<file path="src/cips_defs.svh">
// Constants of the interrupt priority sequencer.
// Assumes inclusion by bare name from the package.
`ifndef CIPS_DEFS_SVH
`define CIPS_DEFS_SVH
`define CIPS_NSRC 8
`define CIPS_LVL_W 3
`define CIPS_NUM_W 6
`define CIPS_LVL_OFF 3'h0
`define CIPS_LVL_MAX 3'h7
`define CIPS_THR_RESET 3'h0
`define CIPS_THR_WDT 3'h7
`define CIPS_INFO_ADDR 20'h00000
`define CIPS_SWI_LO 6'h20
`define CIPS_SWI_HI 6'h3F
`define CIPS_CYC_BASE 5'h12
`define CIPS_CYC_8BIT 5'h14
`define CIPS_CYC_DBG 5'h02
`define CIPS_CYC_STEP 5'h01
`define CIPS_WAIT_MAX_CYC 5'h1E
`define CIPS_PSW_GIE 0
`define CIPS_PSW_DBG 1
`define CIPS_PSW_USP 2
`endif

</file>
<file path="src/cips_pkg.sv">
// Types of the interrupt priority sequencer.
// Assumes the constants header is on the include path.
`include "cips_defs.svh"
package cips_pkg;
  typedef enum logic [3:0] {
    CIPS_IDLE = 4'h0,
    CIPS_INFO = 4'h1,
    CIPS_INDET = 4'h2,
    CIPS_PUSH_PSW = 4'h3,
    CIPS_PUSH_PC = 4'h4,
    CIPS_VEC_LO = 4'h5,
    CIPS_VEC_HI = 4'h6,
    CIPS_FILL = 4'h7,
    CIPS_FETCH = 4'h8
  } cips_state_t;
  typedef enum logic [2:0] {
    CIPS_BUS_NONE = 3'h0,
    CIPS_BUS_INFO = 3'h1,
    CIPS_BUS_INDET = 3'h2,
    CIPS_BUS_STACK = 3'h3,
    CIPS_BUS_VEC = 3'h4,
    CIPS_BUS_FETCH = 3'h5
  } cips_bus_t;
  typedef struct packed {
    logic [5:0] num;
    logic [2:0] lvl;
  } cips_info_t;
  typedef struct packed {
    logic wdt;
    logic rst;
    logic dbg;
    logic step;
    logic amatch;
  } cips_special_t;
endpackage

</file>
<file path="src/cips_sequencer.sv">
// Maskable interrupt acceptance and CPU interrupt entry sequence.
// Assumes the instruction core marks boundaries and suspendable ops on the same clock.
// What this block does
// - Eligible only when level strictly above threshold.
// - Three-bit level; zero means source disabled.
// - Accept needs enable, request and level.
// - Enable, requests, levels, threshold stored independently.
// - Threshold n passes n+1 up; seven blocks.
// - Resolve at instruction end, start next cycle.
// - String and accumulate ops suspend for interrupts.
// - First step reads address zero for info.
// - Status word copied to hidden temporary register.
// - Clear enable, debug, stack flags; soft exception.
// - Push saved status word then program counter.
// - Load accepted level last, then fetch routine.
// - 18/19/20 cycles by parity; 8-bit twenty.
// - Debugger break two extra, step/match one.
// - Instruction wait at most thirty cycles.
// - Bus order info, indet, stacks, vectors, fetch.
// - Indeterminate cycle reads when queue accepts.
// - Watchdog sets threshold seven, reset zero.
// - Read-modify-write control writes never lose requests.
// - Enable flag set/clear by software, zero reset.
// - Hardware sets request, clears on accept.
// - Equal levels resolved by fixed hardware order.
`timescale 1ns/10ps
`include "cips_defs.svh"
module cips_sequencer
  import cips_pkg::*;
(
  // Clock and reset
  input wire logic REF_CLK_I,
  input wire logic RSTN_I,
  // Peripheral sources
  input wire logic [`CIPS_NSRC-1:0] SRC_REQ_I,
  input wire logic [`CIPS_NSRC-1:0] SRC_REQ_CLR_I,
  input wire logic [`CIPS_NSRC*`CIPS_LVL_W-1:0] SRC_LVL_WDATA_I,
  input wire logic [`CIPS_NSRC-1:0] SRC_LVL_WE_I,
  // Special sources
  input wire cips_special_t SPECIAL_I,
  input wire logic SWI_I,
  input wire logic [5:0] SWI_NUM_I,
  // Status word access
  input wire logic GIE_WE_I,
  input wire logic GIE_WDATA_I,
  input wire logic THR_WE_I,
  input wire logic [2:0] THR_WDATA_I,
  input wire logic [15:0] PSW_I,
  // Instruction core
  input wire logic INSN_DONE_I,
  input wire logic SUSPENDABLE_OP_I,
  input wire logic [19:0] PC_I,
  input wire logic [19:0] SP_I,
  input wire logic [19:0] VEC_ADDR_I,
  input wire logic BUS_8BIT_I,
  input wire logic QUEUE_READY_I,
  // Outputs
  output logic GIE_O,
  output logic DBG_CLR_O,
  output logic USP_CLR_O,
  output logic [2:0] THR_O,
  output logic [`CIPS_NSRC-1:0] SRC_REQ_O,
  output logic [`CIPS_NSRC*`CIPS_LVL_W-1:0] SRC_LVL_O,
  output logic SEQ_BUSY_O,
  output logic SEQ_DONE_O,
  output cips_info_t INFO_O,
  output logic [15:0] PSW_SAVED_O,
  output cips_bus_t BUS_KIND_O,
  output logic [19:0] BUS_ADDR_O,
  output logic BUS_READ_O,
  output logic WAIT_OVER_O
);
  cips_state_t state_reg;
  logic gie_reg;
  logic [2:0] thr_reg;
  logic [`CIPS_NSRC-1:0] req_reg;
  logic [`CIPS_NSRC*`CIPS_LVL_W-1:0] lvl_reg;
  cips_info_t info_reg;
  logic [15:0] psw_tmp_reg;
  logic [4:0] cyc_reg;
  logic [4:0] cyc_total_reg;
  logic [4:0] wait_reg;
  logic soft_reg;
  logic [2:0] kind_reg;
  logic dbg_clr_reg;
  logic usp_clr_reg;
  logic done_reg;
  logic [19:0] addr_reg;
  cips_bus_t bus_reg;
  logic best_hit;
  logic [2:0] best_lvl;
  logic [5:0] best_num;
  logic boundary;
  logic take_mask;
  logic take_any;

  function automatic logic [2:0] lvl_of(input logic [`CIPS_NSRC*`CIPS_LVL_W-1:0] v, input int i);
    lvl_of = v[i*`CIPS_LVL_W +: `CIPS_LVL_W];
  endfunction

  // Lower index wins ties: fixed hardware order
  always_comb begin
    best_hit = 1'b0;
    best_lvl = `CIPS_LVL_OFF;
    best_num = 6'h00;
    for (int i = 0; i < `CIPS_NSRC; i++) begin
      if (req_reg[i] && (lvl_of(lvl_reg, i) > thr_reg) && (lvl_of(lvl_reg, i) > best_lvl)) begin
        best_hit = 1'b1;
        best_lvl = lvl_of(lvl_reg, i);
        best_num = 6'(i);
      end
    end
  end

  assign boundary = INSN_DONE_I || SUSPENDABLE_OP_I;
  assign take_mask = gie_reg && best_hit;
  assign take_any = (state_reg == CIPS_IDLE) && boundary &&
    (take_mask || SWI_I || SPECIAL_I.rst || SPECIAL_I.dbg || SPECIAL_I.wdt || SPECIAL_I.step || SPECIAL_I.amatch);

  // Enable flag, cleared on entry
  always_ff @(posedge REF_CLK_I) begin
    if (!RSTN_I) begin
      gie_reg <= 1'b0;
    end else if (take_any) begin
      gie_reg <= 1'b0;
    end else if (GIE_WE_I) begin
      gie_reg <= GIE_WDATA_I;
    end
  end

  // Request bits: set beats clear
  always_ff @(posedge REF_CLK_I) begin
    if (!RSTN_I) begin
      req_reg <= '0;
    end else begin
      for (int i = 0; i < `CIPS_NSRC; i++) begin
        if (SRC_REQ_I[i]) begin
          req_reg[i] <= 1'b1;
        end else if (SRC_REQ_CLR_I[i] || (take_any && take_mask && !SPECIAL_I.rst && !SPECIAL_I.dbg &&
          !SPECIAL_I.wdt && best_num == 6'(i))) begin
          req_reg[i] <= 1'b0;
        end
      end
    end
  end

  // Level fields
  always_ff @(posedge REF_CLK_I) begin
    if (!RSTN_I) begin
      lvl_reg <= '0;
    end else begin
      for (int i = 0; i < `CIPS_NSRC; i++) begin
        if (SRC_LVL_WE_I[i]) begin
          lvl_reg[i*`CIPS_LVL_W +: `CIPS_LVL_W] <= SRC_LVL_WDATA_I[i*`CIPS_LVL_W +: `CIPS_LVL_W];
        end
      end
    end
  end

  // Threshold, updated at the last step
  always_ff @(posedge REF_CLK_I) begin
    if (!RSTN_I) begin
      thr_reg <= `CIPS_THR_RESET;
    end else if (state_reg == CIPS_FETCH) begin
      if (kind_reg == 3'h1) begin
        thr_reg <= info_reg.lvl;
      end else if (kind_reg == 3'h2) begin
        thr_reg <= `CIPS_THR_WDT;
      end else if (kind_reg == 3'h3) begin
        thr_reg <= `CIPS_THR_RESET;
      end
    end else if (THR_WE_I) begin
      thr_reg <= THR_WDATA_I;
    end
  end

  // Capture of the accepted source; kinds 1 mask, 2 wdt, 3 reset, 4 dbg, 5 step, 6 soft
  always_ff @(posedge REF_CLK_I) begin
    if (!RSTN_I) begin
      info_reg <= '0;
      kind_reg <= 3'h0;
      soft_reg <= 1'b0;
      psw_tmp_reg <= 16'h0000;
      cyc_total_reg <= 5'h00;
    end else if (take_any) begin
      psw_tmp_reg <= PSW_I;
      soft_reg <= SWI_I && !take_mask && !(|SPECIAL_I) &&
        (SWI_NUM_I >= `CIPS_SWI_LO) && (SWI_NUM_I <= `CIPS_SWI_HI);
      if (SPECIAL_I.rst) begin
        kind_reg <= 3'h3;
        info_reg <= '0;
      end else if (SPECIAL_I.dbg) begin
        kind_reg <= 3'h4;
        info_reg <= '0;
      end else if (SPECIAL_I.wdt) begin
        kind_reg <= 3'h2;
        info_reg <= '0;
      end else if (take_mask) begin
        kind_reg <= 3'h1;
        info_reg <= '{num: best_num, lvl: best_lvl};
      end else if (SPECIAL_I.step || SPECIAL_I.amatch) begin
        kind_reg <= 3'h5;
        info_reg <= '0;
      end else begin
        kind_reg <= 3'h6;
        info_reg <= '{num: SWI_NUM_I, lvl: `CIPS_LVL_OFF};
      end
      cyc_total_reg <= (BUS_8BIT_I ? `CIPS_CYC_8BIT :
        5'(`CIPS_CYC_BASE + {4'h0, VEC_ADDR_I[0]} + {4'h0, SP_I[0]})) +
        (SPECIAL_I.rst ? 5'h00 : SPECIAL_I.dbg ? `CIPS_CYC_DBG :
        (!SPECIAL_I.wdt && !take_mask && (SPECIAL_I.step || SPECIAL_I.amatch)) ? `CIPS_CYC_STEP : 5'h00);
    end
  end

  // Sequence walker; fill cycles stretch the sequence to the table count
  always_ff @(posedge REF_CLK_I) begin
    if (!RSTN_I) begin
      state_reg <= CIPS_IDLE;
      cyc_reg <= 5'h00;
    end else begin
      cyc_reg <= (state_reg == CIPS_IDLE) ? 5'h00 : 5'(cyc_reg + 5'h01);
      case (state_reg)
        CIPS_IDLE: if (take_any) state_reg <= CIPS_INFO;
        CIPS_INFO: state_reg <= CIPS_INDET;
        CIPS_INDET: state_reg <= CIPS_PUSH_PSW;
        CIPS_PUSH_PSW: state_reg <= CIPS_PUSH_PC;
        CIPS_PUSH_PC: state_reg <= CIPS_VEC_LO;
        CIPS_VEC_LO: state_reg <= CIPS_VEC_HI;
        CIPS_VEC_HI: state_reg <= CIPS_FILL;
        CIPS_FILL: if (cyc_reg >= 5'(cyc_total_reg - 5'h02)) state_reg <= CIPS_FETCH;
        CIPS_FETCH: state_reg <= CIPS_IDLE;
        default: state_reg <= CIPS_IDLE;
      endcase
    end
  end

  // Bus activity of each step
  always_ff @(posedge REF_CLK_I) begin
    if (!RSTN_I) begin
      bus_reg <= CIPS_BUS_NONE;
      addr_reg <= 20'h00000;
    end else begin
      case (state_reg)
        CIPS_IDLE: begin
          bus_reg <= take_any ? CIPS_BUS_INFO : CIPS_BUS_NONE;
          addr_reg <= `CIPS_INFO_ADDR;
        end
        CIPS_INFO: begin
          bus_reg <= QUEUE_READY_I ? CIPS_BUS_INDET : CIPS_BUS_NONE;
          addr_reg <= PC_I;
        end
        CIPS_INDET: begin
          bus_reg <= CIPS_BUS_STACK;
          addr_reg <= 20'(SP_I - 20'h00002);
        end
        CIPS_PUSH_PSW: begin
          bus_reg <= CIPS_BUS_STACK;
          addr_reg <= 20'(SP_I - 20'h00004);
        end
        CIPS_PUSH_PC: begin
          bus_reg <= CIPS_BUS_VEC;
          addr_reg <= VEC_ADDR_I;
        end
        CIPS_VEC_LO: begin
          bus_reg <= CIPS_BUS_VEC;
          addr_reg <= 20'(VEC_ADDR_I + 20'h00002);
        end
        CIPS_FILL: begin
          bus_reg <= (cyc_reg >= 5'(cyc_total_reg - 5'h02)) ? CIPS_BUS_FETCH : CIPS_BUS_NONE;
          addr_reg <= PC_I;
        end
        default: begin
          bus_reg <= CIPS_BUS_NONE;
          addr_reg <= addr_reg;
        end
      endcase
    end
  end

  // Flag clear strobes and completion
  always_ff @(posedge REF_CLK_I) begin
    if (!RSTN_I) begin
      dbg_clr_reg <= 1'b0;
      usp_clr_reg <= 1'b0;
      done_reg <= 1'b0;
    end else begin
      dbg_clr_reg <= (state_reg == CIPS_INFO);
      usp_clr_reg <= (state_reg == CIPS_INFO) && !soft_reg;
      done_reg <= (state_reg == CIPS_FETCH);
    end
  end

  // Wait monitor: pending interrupt with no boundary for too long
  always_ff @(posedge REF_CLK_I) begin
    if (!RSTN_I) begin
      wait_reg <= 5'h00;
    end else if (state_reg != CIPS_IDLE || boundary || !take_mask) begin
      wait_reg <= 5'h00;
    end else if (wait_reg != `CIPS_WAIT_MAX_CYC) begin
      wait_reg <= 5'(wait_reg + 5'h01);
    end
  end

  assign GIE_O = gie_reg;
  assign DBG_CLR_O = dbg_clr_reg;
  assign USP_CLR_O = usp_clr_reg;
  assign THR_O = thr_reg;
  assign SRC_REQ_O = req_reg;
  assign SRC_LVL_O = lvl_reg;
  assign SEQ_BUSY_O = (state_reg != CIPS_IDLE);
  assign SEQ_DONE_O = done_reg;
  assign INFO_O = info_reg;
  assign PSW_SAVED_O = psw_tmp_reg;
  assign BUS_KIND_O = bus_reg;
  assign BUS_ADDR_O = addr_reg;
  assign BUS_READ_O = (bus_reg != CIPS_BUS_STACK) && (bus_reg != CIPS_BUS_NONE);
  assign WAIT_OVER_O = (wait_reg == `CIPS_WAIT_MAX_CYC);
endmodule

</file>
<file path="config.mk">
export PLATFORM = sky130hd
export DESIGN_NAME = cips_sequencer
export DESIGN_NICKNAME = d
export VERILOG_FILES = /design/src/cips_pkg.sv /design/src/cips_sequencer.sv
export VERILOG_INCLUDE_DIRS = /design/src /design/src/src
export SDC_FILE = /design/constraint.sdc
export NUM_CORES = 1
export LEC_CHECK = 0
export ABC_AREA = 1
export BUFFER_PORTS_ARGS = -buffer_cell sky130_fd_sc_hd__buf_4
export CORE_ASPECT_RATIO = 1.75
export CORE_MARGIN = 2
export CORE_UTILIZATION = 45
export DETAILED_ROUTE_END_ITERATION = 10
export PLACE_DENSITY = 0.71
export SLEW_MARGIN = 20
export SYNTH_ARGS = -nofsm -noshare
export SYNTH_HDL_FRONTEND = slang
export SYNTH_SLANG_ARGS = --single-unit
</file>
<file path="constraint.sdc">
create_clock -name REF_CLK_I -period 10.6 [get_ports REF_CLK_I]
set_input_delay 2.12 -clock REF_CLK_I [delete_from_list [all_inputs] [get_ports REF_CLK_I]]
set_output_delay 2.12 -clock REF_CLK_I [all_outputs]
set_load 0.01 [all_outputs]
</file>
==> results.env <==
DETAILED_PLACE_HPWL_UM=20200
SHARE_CLK_OF_TOTAL_POWER=0.217
CRIT_PATH_MAX_FANOUT=10
SW_FRAC_OF_TOTAL=0.416
POWER.SHARE.SEQUENTIAL=0.340
NETLIST_INSTANCES=1097
POWER.NET_SWITCHING_uW=684
SYNTH-SEQ-AREA-SHARE=0.300
CP_NUM_BUF_INV=8
CTS.SINKS=110
FINAL.PERIOD_UTILIZATION=0.926
ROUTE.DETAILED.VIAS_PER_INST=5.38
WORSTREG2REGSTART='THR_O[1]'
DRT_ANTENNA_NET_COUNT=0
FINISH.NET_COUNT=1536
CTS-ROOT-BUF='clkbuf_16'
WORST_PATH_DOMINANT_CELL_FAMILY='simple AND/OR/NAND/NOR gates'
TIMING.CRITICAL_PATH.SLOWEST_STAGE_CELL='fa_1'
TIMING.SETUP.CRITICAL_PATH_CLASS='flop to flop'
CLKLATENCYLATEPIN_PS=370
SYNTH_AREA_LEADERS='dfxtp_1, ha_1, nor2_1'
DR.PASS1.ITERS=5
MAXSLEWVIOLCOUNT=0
WORST_MARGIN_PIN_SLEW_PS=869
FINALWORSTPATHREQUIREDPERIOD_PS=9820
LAYOUT-AREA-OVERHEAD-VS-SYNTH_PCT=31.1
WORST_R2R_ENDPOINT='cyc_total_reg[2]'
FINAL.HOLD.WORST_SLACK_PS=465
GRT_ANTENNA_BEFORE_REPAIR=0
TRITONCTS='yes'
FINALWEIGHTEDCONGESTION=0.985
DETAIL_ROUTE.DRC_VIOLATIONS=0
CRITPATHMOSTFREQUENTCELL='ha_1'
TIMING.CRITICAL_PATH.REQUIRED_PS=10840
IO_BUFFERS=237
NET_COUNT_SYNTH=1303
R2R_SLACK_PS=780
SYNTHFLOPTYPE='dfxtp_1'
HOLD-PATH-ENDPOINT='USP_CLR_O'
FILLERINSTANCES=1608
FF2FF_PATH_DEPTH=63
FINALSETUPTNS_PS=0
LAYOUT-DRIVE-GT1-SHARE=0.222
MAX-CLOCK-PATH-BUFFERS=2
GRT-OVFL-TOTAL=0
TIMING.FMAX_GHz=0.102
SYNTH-SEQ-CELLS=110
FINAL_AREA_SQ_UM=9630
DIE_HEIGHT_UM=173
GRT_PASS1_WL_UM=39700
SYN-CELL-AREA_SQ_UM=7340
ROUTED_LENGTH_ON_MET1_UM=8970
SYNTH_MOST_COMMON_CELL='nor2_1'
DR_WL_MET3_UM=1390
POST_PLACE_CELL_AREA_SQ_UM=9280
HOLD_PATH_DEPTH=1
IRDROPWORSTVDD_mV=0.126
SETUP.WORST_PATH.START_CLASS='flop'
NUMBER_OF_LIBRARY_CELL_TYPES_MAPPED_BY_SYNTHESIS=52
STARTING_UTILIZATION_OF_THE_CORE_AREA=0.460
CORE_AREA_SQ_UM=16000
POWER_LEAKAGE_nW=4.78
POWER_FRAC_COMB=0.443
GRT_MAX_DEGREE=67
FINAL_SETUP_VIO_COUNT=0
SYNTH_TOP_CELL_AREA_SHARE=0.300
YS.WARNINGS.COUNT=0
DRTITER0DRC=343
CLOCK-SKEW-FINAL_PS=15.3
TIMING.CRITICAL_PATH.TO_TYPE='flop'
DRV_CAP=0
POWER.DENSITY_nW_PER_UM2=171
ROUTED_WL_UM=25500
DIE-AREA_SQ_UM=17400
WORST_EP_ARRIVAL_TIME_PS=10060
ROUTED-VIA-COUNT=8198
POSTSYNTH.ASYNCRESETSHARE=0
ROUTED_WIRE_LENGTH_PER_INSTANCE_UM=16.7
SLOWEST_DELAY_PS=370
SYNTH_TOP_AREA_CELL='dfxtp_1'
LARGEST_REGISTER_FF_COUNT=24
TIGHTEST_SLEW_MARGIN_RELATIVE_TO_THE_LIMIT=0.416
NUMBER_OF_CTS_INSERTED_BUFFERS=9
BOUNDARYPINS=238
CELL_INTERNAL_POWER_DISSIPATION_uW=959
SYNTH_EDF_COUNT=0
ROWS=61
TOTALPOWERFINAL_mW=1.64
HOLD_PATH.STARTPOINT='soft_reg'
HOLDCRITPATHCLASS='flop to flop'
SYNTH.TOP_CELLS.BY_COUNT='nor2_1, inv_1, nand2_1, dfxtp_1, o21ai_0'
CTS-HTREE-LEVELS=3
OUTCOME='complete, no violations'
CLK_PIN_SLEW_WORST_PATHS_PS=90
TIMING.CRITICAL_PATH.DEPTH=63
DR.MAX_LAYER_USED='met4'
VIAS_IN_THE_FIRST_GLOBAL_ROUTE=7986
ANTENNA_CELLS_INSERTED=0
MET2ROUTEDLENGTH_UM=14000
DIEWIDTH_UM=101
HOLD_VIOLATIONS=0
GLOBAL_ROUTE_USAGE_OVER_ALL_LAYERS=0.289
SYN_AREA_PER_CELL_SQ_UM=6.69
==> worst max-delay path by stage <==
stage	endpoint	start
final	cyc_total_reg[2]	THR_O[1]
after global routing	cyc_total_reg[2]	THR_O[2]
after CTS	cyc_total_reg[2]	THR_O[2]
after detailed placement	cyc_total_reg[2]	THR_O[2]
after global placement	cyc_total_reg[2]	THR_O[2]
after floorplan	cyc_total_reg[2]	THR_O[2]
==> per-layer routing <==
metal,GRT usage,vias to the layer above
li1,-,4132
met1,0.289,3744
met2,0.560,261
met3,0.0481,61
met4,0.132,0
met5,0,-
==> kinds of logic (layout without fill, tap and decap cells) <==
group,after synthesis,count (layout),share of synthesized area
compound gates,262,262,0.204
xor+xnor,10,10,0.0119
fa+ha+maj,58,58,0.0999
buf+inv,196,434,0.106
flops,110,110,0.300
mux,1,1,0.00136
simple gates,460,460,0.277
==> placed cells by master (no fill, tap or decap), types with 3 or more instances in the layout <==
| cell | synthesis | layout |
|---|---|---|
| a21oi_1 | 83 | 83 |
| nor4_1 | 4 | 3 |
| o31ai_1 | 3 | 3 |
| o2111ai_1 | 5 | 5 |
| o22ai_1 | 4 | 4 |
| nor2_1 | 171 | 171 |
| xor2_1 | 4 | 4 |
| a22oi_1 | 12 | 12 |
| nand2_2 | 6 | 6 |
| nor3_1 | 19 | 19 |
| nand4_1 | 16 | 16 |
| buf_4 | 2 | 247 |
| xnor2_1 | 6 | 6 |
| clkbuf_16 | 0 | 9 |
| o21ai_1 | 0 | 6 |
| o211ai_1 | 5 | 5 |
| a311oi_1 | 3 | 3 |
| inv_2 | 4 | 4 |
| nand3b_1 | 6 | 6 |
| nand3_1 | 51 | 49 |
| a31oi_1 | 12 | 12 |
| o21a_1 | 3 | 3 |
| a221oi_1 | 4 | 4 |
| inv_8 | 0 | 4 |
| o21ai_0 | 108 | 102 |
| inv_1 | 166 | 165 |
| dfxtp_1 | 110 | 110 |
| nand2_1 | 163 | 163 |
| o21bai_1 | 9 | 9 |
| nand2_4 | 3 | 3 |
| ha_1 | 57 | 57 |
| nand3_2 | 9 | 11 |
| or2_2 | 3 | 3 |
==> repair_timing <==
item,4_1_cts,5_1_grt
hold buffers,0,0
buffers inserted,0,3
gates resized for setup,0,9
setup endpoints to repair,0,46
==> worst reg2reg max path, delay by kind of cell (launching register included) <==
family / cells / cell delay [ps]
AOI/OAI and AO/OA: 13 / 1920
xor gates and xnor gates: 1 / 170
adders and majority gates: 10 / 2930
buffers and inverters: 8 / 760
DFF: 1 / 320
and+or+nand+nor: 31 / 3590
==> power groups by stage <==
stage	logic, mW	clock network, mW	registers [mW]
after CTS	0.723	0.361	0.557
after global routing	0.809	0.376	0.566
after global placement	0.713	0	0.565
final	0.728	0.357	0.558
after floorplan	0.417	0	0.582
after detailed placement	0.719	0	0.565
==> metrics by stage <==
step                setup WS (ps)   util  std cells
finish                        783  0.603       1524
detailed placement            457  0.582       1505
global route                 -164  0.603       1524
floorplan                    1580      -       1097
global placement              809  0.582       1505
CTS                           400  0.601       1521
==> cell type report <==
| type | instances | area, sq um | share of cell area |
|---|---|---|---|
| Tap cell | 189 | 236 | 0.0246 |
| Clock inverter | 7 | 82.6 | 0.00858 |
| Multi-Input combinational cell | 791 | 4380 | 0.455 |
| Sequential cell | 110 | 2200 | 0.229 |
| Inverter | 171 | 646 | 0.0671 |
| Timing Repair Buffer | 247 | 1850 | 0.193 |
| Clock buffer | 9 | 225 | 0.0234 |
(Power assumes the default switching activity.)
